**src/inc/timer_pkg.sv**
```systemverilog
// package: register map, field positions, modes and reset values of the timer
package timer_pkg;
  // ------------------------------------------------------------
  // register byte offsets (one aligned word each)
  // ------------------------------------------------------------
  localparam logic [7:0] OFF_COUNT = 8'h00; // timer_count
  localparam logic [7:0] OFF_CMPA = 8'h04; // compare_value_a
  localparam logic [7:0] OFF_CMPB = 8'h08; // compare_value_b
  localparam logic [7:0] OFF_CTRLA = 8'h0c; // timer_ctrl_a
  localparam logic [7:0] OFF_CTRLB = 8'h10; // timer_ctrl_b
  localparam logic [7:0] OFF_FLAG = 8'h14; // timer_flag_reg
  localparam logic [7:0] OFF_MASK = 8'h18; // timer_mask_reg
  // ------------------------------------------------------------
  // field positions
  // ------------------------------------------------------------
  localparam int CTRLA_COMA_LSB = 6; // compare a output action, 2 bits
  localparam int CTRLA_COMB_LSB = 4; // compare b output action, 2 bits
  localparam int CTRLA_WGM_LSB = 0; // waveform mode low two bits
  localparam int CTRLB_WGM2_BIT = 3; // waveform mode high bit
  localparam int CTRLB_CS_LSB = 0; // clock select, 3 bits
  localparam int FLAG_OVF_BIT = 0; // overflow_flag
  localparam int FLAG_CMPA_BIT = 1; // compare_flag_a
  localparam int FLAG_CMPB_BIT = 2; // compare_flag_b
  localparam logic [2:0] FLAG_MASK_BITS = 3'h7; // implemented flag bits
  // ------------------------------------------------------------
  // reset values and fixed counts
  // ------------------------------------------------------------
  localparam logic [7:0] REG_RESET = 8'h00; // all timer registers
  localparam logic [7:0] BOTTOM_VAL = 8'h00; // bottom condition
  localparam logic [7:0] MAX_VAL = 8'hff; // max condition
  localparam logic [9:0] PRESC_RESET = 10'h000; // prescaler start
  // ------------------------------------------------------------
  // waveform modes and clock selects
  // ------------------------------------------------------------
  localparam logic [2:0] WGM_NORMAL = 3'h0;
  localparam logic [2:0] WGM_PC_MAX = 3'h1;
  localparam logic [2:0] WGM_CTC = 3'h2;
  localparam logic [2:0] WGM_FAST_MAX = 3'h3;
  localparam logic [2:0] WGM_PC_OCRA = 3'h5;
  localparam logic [2:0] WGM_FAST_OCRA = 3'h7;
  localparam logic [2:0] CS_NONE = 3'h0;
  localparam logic [2:0] CS_DIV1 = 3'h1;
  localparam logic [2:0] CS_DIV8 = 3'h2;
  localparam logic [2:0] CS_DIV64 = 3'h3;
  localparam logic [2:0] CS_DIV256 = 3'h4;
  localparam logic [2:0] CS_DIV1024 = 3'h5;
  localparam logic [2:0] CS_EXT_FALL = 3'h6;
  localparam logic [2:0] CS_EXT_RISE = 3'h7;
  // ------------------------------------------------------------
  // ahb constants
  // ------------------------------------------------------------
  localparam logic [1:0] HTRANS_NONSEQ = 2'h2;
  localparam logic [1:0] HTRANS_SEQ = 2'h3;
endpackage

```
**src/verilog/tick_gen.sv**
```systemverilog
// timer tick source: prescaler, external input synchroniser and edge select
`timescale 1ns/1ps
module tick_gen
  import timer_pkg::*;
(
  input wire logic mclk,
  input wire logic rst,
  input wire logic [2:0] clockSel, // clock_select_field
  input wire logic extCountIn, // ext_count_input, asynchronous pin
  output logic timerTick // one-cycle timer_tick pulse
);
  // ------------------------------------------------------------
  // state
  // ------------------------------------------------------------
  typedef struct packed {
    logic [9:0] presc; // free-running prescaler
    logic sync1; // first synchroniser stage
    logic sync2; // second synchroniser stage
    logic extPrev; // previous synchronised level
  } tick_state_t;
  tick_state_t st_r, st_nxt;
  logic extRise, extFall, prescHit;

  // next-state: prescaler and synchroniser chain
  always_comb begin
    st_nxt = st_r;
    st_nxt.presc = st_r.presc + 10'h001;
    st_nxt.sync1 = extCountIn;
    st_nxt.sync2 = st_r.sync1;
    st_nxt.extPrev = st_r.sync2;
  end

  // edge detect only on the second stage
  assign extRise = st_r.sync2 & ~st_r.extPrev;
  assign extFall = ~st_r.sync2 & st_r.extPrev;

  // source and edge choice, none when select is zero
  always_comb begin
    unique case (clockSel)
      CS_NONE: prescHit = 1'b0;
      CS_DIV1: prescHit = 1'b1;
      CS_DIV8: prescHit = (st_r.presc[2:0] == 3'h7);
      CS_DIV64: prescHit = (st_r.presc[5:0] == 6'h3f);
      CS_DIV256: prescHit = (st_r.presc[7:0] == 8'hff);
      CS_DIV1024: prescHit = (st_r.presc == 10'h3ff);
      CS_EXT_FALL: prescHit = extFall;
      CS_EXT_RISE: prescHit = extRise;
    endcase
  end
  assign timerTick = prescHit;

  // state register
  always_ff @(posedge mclk) begin
    if (rst) begin
      st_r <= '{PRESC_RESET, 1'b0, 1'b0, 1'b0};
    end else begin
      st_r <= st_nxt;
    end
  end
endmodule // tick_gen

```
**src/verilog/timer0_counter_unit.sv**
```systemverilog
// timer0_counter_unit: 8-bit timer/counter with ahb-lite register access
`timescale 1ns/1ps
module timer0_counter_unit
  import timer_pkg::*;
(
  input wire logic mclk,
  input wire logic rst,
  input wire logic hsel,
  input wire logic [7:0] haddr,
  input wire logic [1:0] htrans,
  input wire logic hwrite,
  input wire logic [2:0] hsize,
  input wire logic [31:0] hwdata,
  input wire logic hready,
  output logic [31:0] hrdata,
  output logic hreadyout,
  output logic hresp,
  input wire logic extCountIn, // ext_count_input pin
  input wire logic [1:0] intAck, // serviced: bit0 compare a, bit1 compare b
  input wire logic ovfAck, // overflow interrupt serviced
  output logic [2:0] irqReq, // masked requests: ovf, cmpa, cmpb
  output logic compareOutA, // compare_out_a
  output logic compareOutB // compare_out_b
);
  // ------------------------------------------------------------
  // state
  // ------------------------------------------------------------
  typedef struct packed {
    logic [7:0] count; // timer_count
    logic [7:0] cmpA; // active compare_value_a
    logic [7:0] cmpB; // active compare_value_b
    logic [7:0] bufA; // software copy of compare a
    logic [7:0] bufB; // software copy of compare b
    logic [7:0] ctrlA; // timer_ctrl_a
    logic [7:0] ctrlB; // timer_ctrl_b
    logic [2:0] flags; // timer_flag_reg
    logic [2:0] mask; // timer_mask_reg
    logic down; // current count direction
    logic blockMatch; // count write blocks next tick match
    logic outA; // compare a output state
    logic outB; // compare b output state
    logic wrPend; // data phase of a write
    logic [7:0] wrAddr; // latched write address
    logic [31:0] rdata; // read data
  } timer_state_t;
  timer_state_t st_r, st_nxt;

  logic timerTick;
  logic [2:0] wgm;
  logic [7:0] topVal, wdata8;
  logic isPwm, isPc, atTop, atBottom, atMax, eqA, eqB, addrPhase;
  logic wrCount, wrFlag;
  logic [2:0] setEvt; // flags being set this cycle, beat any clear

  // ------------------------------------------------------------
  // tick source
  // ------------------------------------------------------------
  tick_gen u_tick (
    .mclk(mclk),
    .rst(rst),
    .clockSel(st_r.ctrlB[CTRLB_CS_LSB +: 3]),
    .extCountIn(extCountIn),
    .timerTick(timerTick)
  );

  // read data for one register offset
  function automatic logic [31:0] readReg(input logic [7:0] a, input timer_state_t s);
    logic [31:0] v;
    v = 32'h0000_0000;
    unique case (a)
      OFF_COUNT: v[7:0] = s.count;
      OFF_CMPA: v[7:0] = s.bufA;
      OFF_CMPB: v[7:0] = s.bufB;
      OFF_CTRLA: v[7:0] = s.ctrlA;
      OFF_CTRLB: v[7:0] = s.ctrlB;
      OFF_FLAG: v[2:0] = s.flags;
      OFF_MASK: v[2:0] = s.mask;
      default: v = 32'h0000_0000; // unmapped reads zero
    endcase
    return v;
  endfunction

  // ------------------------------------------------------------
  // decode of mode, top and conditions
  // ------------------------------------------------------------
  always_comb begin
    wgm = {st_r.ctrlB[CTRLB_WGM2_BIT], st_r.ctrlA[CTRLA_WGM_LSB +: 2]};
    isPwm = (wgm[1:0] != 2'h0) && (wgm != WGM_CTC) && (wgm != 3'h6);
    isPc = (wgm == WGM_PC_MAX) || (wgm == WGM_PC_OCRA);
    // top fixed or from compare a
    topVal = (wgm == WGM_CTC || wgm == WGM_PC_OCRA || wgm == WGM_FAST_OCRA)
      ? st_r.cmpA : MAX_VAL;
    atTop = (st_r.count == topVal);
    atBottom = (st_r.count == BOTTOM_VAL);
    atMax = (st_r.count == MAX_VAL);
    eqA = (st_r.count == st_r.cmpA);
    eqB = (st_r.count == st_r.cmpB);
    addrPhase = hsel && hready && (htrans == HTRANS_NONSEQ || htrans == HTRANS_SEQ);
    wdata8 = hwdata[7:0];
    wrCount = st_r.wrPend && (st_r.wrAddr == OFF_COUNT);
    wrFlag = st_r.wrPend && (st_r.wrAddr == OFF_FLAG);
  end

  // ------------------------------------------------------------
  // next state: counter, compare, flags and bus
  // ------------------------------------------------------------
  always_comb begin
    st_nxt = st_r;
    setEvt = 3'h0;
    // bus address phase
    st_nxt.wrPend = addrPhase && hwrite;
    st_nxt.wrAddr = {haddr[7:2], 2'b00};
    if (addrPhase && !hwrite) begin
      st_nxt.rdata = readReg({haddr[7:2], 2'b00}, st_r);
    end
    // counter on tick
    if (timerTick) begin
      st_nxt.blockMatch = 1'b0;
      // overflow bit rebuilt below, so a fresh set is visible
      st_nxt.flags[FLAG_OVF_BIT] = 1'b0;
      // compare flags on the tick after the count reached the value
      if (eqA && !st_r.blockMatch) begin
        st_nxt.flags[FLAG_CMPA_BIT] = 1'b1;
        setEvt[FLAG_CMPA_BIT] = 1'b1;
      end
      if (eqB && !st_r.blockMatch) begin
        st_nxt.flags[FLAG_CMPB_BIT] = 1'b1;
        setEvt[FLAG_CMPB_BIT] = 1'b1;
      end
      if (isPc) begin
        // dual slope: turn at top and bottom
        if (st_r.down) begin
          st_nxt.count = st_r.count - 8'h01;
          if (st_r.count == 8'h01) begin
            st_nxt.down = 1'b0;
          end
        end else begin
          st_nxt.count = st_r.count + 8'h01;
          if (st_r.count + 8'h01 == topVal || atTop) begin
            st_nxt.down = 1'b1;
          end
          if (atTop) begin
            st_nxt.count = st_r.count - 8'h01;
          end
        end
        if (atBottom && st_r.down == 1'b0) begin
          st_nxt.flags[FLAG_OVF_BIT] = 1'b1;
        end
        if (atTop) begin
          st_nxt.cmpA = st_r.bufA;
          st_nxt.cmpB = st_r.bufB;
        end
      end else if (atTop && wgm != WGM_NORMAL) begin
        st_nxt.count = BOTTOM_VAL;
        st_nxt.down = 1'b0;
        if (isPwm) begin
          st_nxt.flags[FLAG_OVF_BIT] = 1'b1;
          st_nxt.cmpA = st_r.bufA;
          st_nxt.cmpB = st_r.bufB;
        end else if (atMax) begin
          st_nxt.flags[FLAG_OVF_BIT] = 1'b1;
        end
      end else begin
        st_nxt.count = st_r.count + 8'h01;
        st_nxt.down = 1'b0;
        if (atMax) begin
          st_nxt.flags[FLAG_OVF_BIT] = 1'b1;
        end
      end
      // waveform generator on match
      if (eqA && !st_r.blockMatch) begin
        unique case (st_r.ctrlA[CTRLA_COMA_LSB +: 2])
          2'h0: st_nxt.outA = st_r.outA;
          2'h1: st_nxt.outA = ~st_r.outA;
          2'h2: st_nxt.outA = isPc ? ~st_r.down : 1'b0;
          2'h3: st_nxt.outA = isPc ? st_r.down : 1'b1;
        endcase
      end
      if (eqB && !st_r.blockMatch) begin
        unique case (st_r.ctrlA[CTRLA_COMB_LSB +: 2])
          2'h0: st_nxt.outB = st_r.outB;
          2'h1: st_nxt.outB = ~st_r.outB;
          2'h2: st_nxt.outB = isPc ? ~st_r.down : 1'b0;
          2'h3: st_nxt.outB = isPc ? st_r.down : 1'b1;
        endcase
      end
      if (isPwm && !isPc && atTop) begin
        if (st_r.ctrlA[CTRLA_COMA_LSB + 1]) begin
          st_nxt.outA = ~st_r.ctrlA[CTRLA_COMA_LSB];
        end
        if (st_r.ctrlA[CTRLA_COMB_LSB + 1]) begin
          st_nxt.outB = ~st_r.ctrlA[CTRLA_COMB_LSB];
        end
      end
    end
    // overflow set event, then the old flag merged back
    setEvt[FLAG_OVF_BIT] = timerTick && st_nxt.flags[FLAG_OVF_BIT];
    st_nxt.flags[FLAG_OVF_BIT] = st_nxt.flags[FLAG_OVF_BIT] | st_r.flags[FLAG_OVF_BIT];
    // interrupt service clears, a setting event wins
    if (ovfAck && !setEvt[FLAG_OVF_BIT]) begin
      st_nxt.flags[FLAG_OVF_BIT] = 1'b0;
    end
    if (intAck[0] && !setEvt[FLAG_CMPA_BIT]) begin
      st_nxt.flags[FLAG_CMPA_BIT] = 1'b0;
    end
    if (intAck[1] && !setEvt[FLAG_CMPB_BIT]) begin
      st_nxt.flags[FLAG_CMPB_BIT] = 1'b0;
    end
    // bus data phase writes
    if (st_r.wrPend) begin
      unique case (st_r.wrAddr)
        OFF_COUNT: begin
          st_nxt.count = wdata8;
          st_nxt.blockMatch = 1'b1;
        end
        OFF_CMPA: begin
          st_nxt.bufA = wdata8;
          if (!isPwm) begin
            st_nxt.cmpA = wdata8;
          end
        end
        OFF_CMPB: begin
          st_nxt.bufB = wdata8;
          if (!isPwm) begin
            st_nxt.cmpB = wdata8;
          end
        end
        OFF_CTRLA: st_nxt.ctrlA = wdata8;
        OFF_CTRLB: st_nxt.ctrlB = wdata8 & 8'h0f;
        OFF_FLAG: begin
          // write one clears, except a flag being set now
          st_nxt.flags = st_nxt.flags & ~(wdata8[2:0] & ~setEvt);
        end
        OFF_MASK: st_nxt.mask = wdata8[2:0] & FLAG_MASK_BITS;
        default: st_nxt.count = st_nxt.count; // unmapped write ignored
      endcase
    end
  end

  // state register, everything zero at reset
  always_ff @(posedge mclk) begin
    if (rst) begin
      st_r <= '0;
    end else begin
      st_r <= st_nxt;
    end
  end

  // ------------------------------------------------------------
  // outputs
  // ------------------------------------------------------------
  assign hrdata = st_r.rdata;
  assign hreadyout = 1'b1; // zero wait states
  assign hresp = 1'b0; // always okay
  assign irqReq = st_r.flags & st_r.mask;
  assign compareOutA = st_r.outA;
  assign compareOutB = st_r.outB;
endmodule // timer0_counter_unit

```
**config.mk**
```make
export PLATFORM = sky130hd
export DESIGN_NAME = timer0_counter_unit
export DESIGN_NICKNAME = d
export VERILOG_FILES = /design/src/inc/timer_pkg.sv /design/src/verilog/tick_gen.sv /design/src/verilog/timer0_counter_unit.sv
export SDC_FILE = /design/constraint.sdc
export NUM_CORES = 1
export LEC_CHECK = 0
export BUFFER_PORTS_ARGS = -buffer_cell sky130_fd_sc_hd__buf_4
export CAP_MARGIN = 30
export CORE_AREA = 5 5 98 118
export CTS_CLUSTER_SIZE = 28
export DETAILED_ROUTE_END_ITERATION = 12
export DIE_AREA = 0 0 103 123
export PLACE_DENSITY = 0.77
export SLEW_MARGIN = 20
export SYNTH_ARGS = -nofsm -noshare
export SYNTH_HDL_FRONTEND = slang
export SYNTH_HIERARCHICAL = 1
export SYNTH_SLANG_ARGS = --single-unit
```
**constraint.sdc**
```tcl
create_clock -name mclk -period 3 [get_ports mclk]
set_input_delay 0.6 -clock mclk [delete_from_list [all_inputs] [get_ports mclk]]
set_output_delay 0.6 -clock mclk [all_outputs]
set_load 0.05 [all_outputs]
```
==> results.json <==
{
  "grt_start_max_net_pins": 81,
  "clk_path_buf_depth": 2,
  "ctsHtreeMaxLevel": 3,
  "clock_sinks": 90,
  "totalWireLength_um": 15300,
  "iteration_0_drc_count_of_the_detailed_router": 405,
  "vias": 4915,
  "vert_die_dim_um": 123,
  "number_of_flip_flops_and_latches_in_the_synthesized_netlist": 90,
  "timing.final.crit_share": 0.866,
  "crit_start": "st_r[54]",
  "grt_busiest_layer": "met2",
  "grt_util_all_layers": 0.249,
  "layout_commonest_cell": "dfxtp_1",
  "peakVddDrop_mv": 0.543,
  "use_met1": 0.303,
  "status": "finished clean",
  "critical_path_at_ps": 2860,
  "global_placer_s_final_weighted_congestion": 0.952,
  "core-area_um2": 10400,
  "worst_r2r_startpoint": "st_r[54]",
  "tritoncts": "yes",
  "report.final.hold_viol_count": 0,
  "clock_root_cell": "clkbuf_16",
  "worst_ep_required_time_ps": 3260,
  "design_power_total_mw": 2.67,
  "setup-violations-final": 0,
  "transition_time_at_the_pin_with_the_least_slew_margin_ps": 885,
  "worstSetupEndpointType": "register",
  "maxCapViolations": 0,
  "maxSlewHeadroom": 0.407,
  "post_cts_resize_count": 0,
  "finish.net_count": 737,
  "power_per_cell_area_nw_per_um2": 442,
  "portBuffers": 36,
  "detailedPlacementHpwl_um": 11200,
  "synth_seq_area_share": 0.327,
  "yosysUniqueCellTypes": 74,
  "antenna_found_initial": 0,
  "flow.area_growth_from_synthesis_pct": 9.50,
  "synth-main-ff-cell": "dfxtp_1",
  "count_of_hold_buffers_inserted_by_post_cts_repair": 0,
  "finalSetupTns_ps": 0,
  "grt_first_pass_wirelength_um": 24200,
  "async_s_r_ff_share_synth": 0,
  "synth.avg_cell_area_um2": 8.32,
  "path_clk_slew_ps": 70,
  "dieArea_um2": 12700,
  "hold_crit_class": "register to register",
  "timing.hold.worst.start": "u_tick/st_nxt[1]",
  "post-place-cells": 795,
  "power_leakage_nw": 2.44,
  "clk_latency_ps": 340,
  "insertedDiodeCount": 0,
  "maxSlewViolCount": 0,
  "cts_post_setup_buffers_inserted": 0,
  "remaining_drc_errors": 0,
  "pin_count": 93,
  "yosys_warnings": 6,
  "grt_overflow": 0,
  "worstSetupStartpointType": "register",
  "netlist_area_um2": 5510,
  "grt_pass1_vias": 4715,
  "initial_utilization": 0.531,
  "postRouteAntennaNets": 0,
  "cts_made_buffers": 9,
  "grt_setup_unrepaired": "false",
  "period_minus_slack_ps": 2600,
  "final-instance-count-excl-fill": 811,
  "chipWidth_um": 103,
  "row_count": 41,
  "grt_util_met3": 0.0474,
  "grt.met2_usage": 0.408,
  "number_of_enable_type_register_cells_in_the_synthesized_netlist": 0,
  "clock_skews_ps": 6.08,
  "critPathKind": "register to register",
  "drt-vias-per-instance": 6.06,
  "post_route_cells_drive_above_1_share": 0.139,
  "final_cell_mix": "dfxtp_1, nor2_1, buf_4, a21oi_1, mux2i_1",
  "drt_first_pass_iters": 5,
  "avgRoutedWirePerCell_um": 18.9,
  "clock.fmax_mhz": 385,
  "post_synth_inst_count": 662,
  "critical_path_maximum_fanout": 9
}
sequential cells by signal (all words and copies together), names as in the netlist:
register,flops
u_tick/st_r,11
hrdata,8
compareOutB,1
st_r,67
u_tick/st_nxt,2
compareOutA,1
synth_stat cells, types with 6 or more instances:
cell type,n,share of area
nand3_1,26,0.024
o21ai_0,30,0.027
a211oi_1,14,0.019
clkbuf_1,27,0.018
ha_1,6,0.014
inv_1,12,0.0082
xor2_1,16,0.025
dfxtp_1,90,0.33
a22oi_1,10,0.014
a21oi_1,47,0.043
mux2i_1,46,0.084
nand2_1,43,0.029
xnor2_1,17,0.027
mux4_2,6,0.025
nor3_1,11,0.010
nand2b_1,10,0.011
buf_4,34,0.046
a31oi_1,9,0.010
nor2b_1,17,0.019
and2_1,6,0.0068
nor2_1,81,0.055
nand4_1,11,0.013
where the power goes:
group	leakage, nW	total, mW	switching (mW)	internal (mW)
Combinational	1.55	0.229	0.166	0.0628
Sequential	0.728	1.22	0.0148	1.21
Clock	0.157	1.22	0.460	0.755
worst max-delay path, cell delays in order, from the launching register on:
cell and delay, ps:
dfxtp_1 390, nor3b_4 420, nor2_2 180, o21bai_2 340, o2111ai_2 350, a2111oi_0 550
a311oi_1 90, a31oi_1 190
layout make-up:
cell class,count,area (um2)
clock inverter,4,73.8
multi-input combinational,508,3290
clock buffer,12,246
inverter,14,52.6
fill,946,4330
timing repair buffer,54,405
tap,129,161
sequential,90,1800
per-layer routing:
layer  part of all wire  vias to the layer above
met5                  0                        -
met4              0.049                        0
met3              0.077                       56
met2               0.48                      222
met1               0.39                     2301
li1                   -                     2336
cells by family after synthesis:
kind of cell	Yosys count	share of synthesized area
buf+inv	88	0.0920
other cells	2	0.00136
xor+xnor	33	0.0525
fa+ha+maj	6	0.0136
compound gates	143	0.168
simple gates	247	0.235
mux	53	0.110
flops	90	0.327
path summary, 6_finish.rpt:
check | cells past startpoint | slack (ps) | endpoint
worst max register to register | 7 | 400 | st_r[105]
worst min-delay path | 1 | 460 | u_tick/st_nxt[0]
worst min register to register | 1 | 460 | u_tick/st_nxt[0]
worst max-delay path | 7 | 400 | st_r[105]
through the flow:
step | instance area (um2) | setup WS, ps | util | hold slack [ps]
floorplan | 5600 | 552 | - | 414
global placement | 5710 | 516 | 0.551 | 439
detailed placement | 5710 | 456 | 0.551 | 454
CTS | 6030 | 434 | 0.582 | 466
global route | 6030 | 175 | 0.582 | 477
finish | 6030 | 402 | 0.582 | 464
Note: power is estimated with default switching activity, not from simulation.
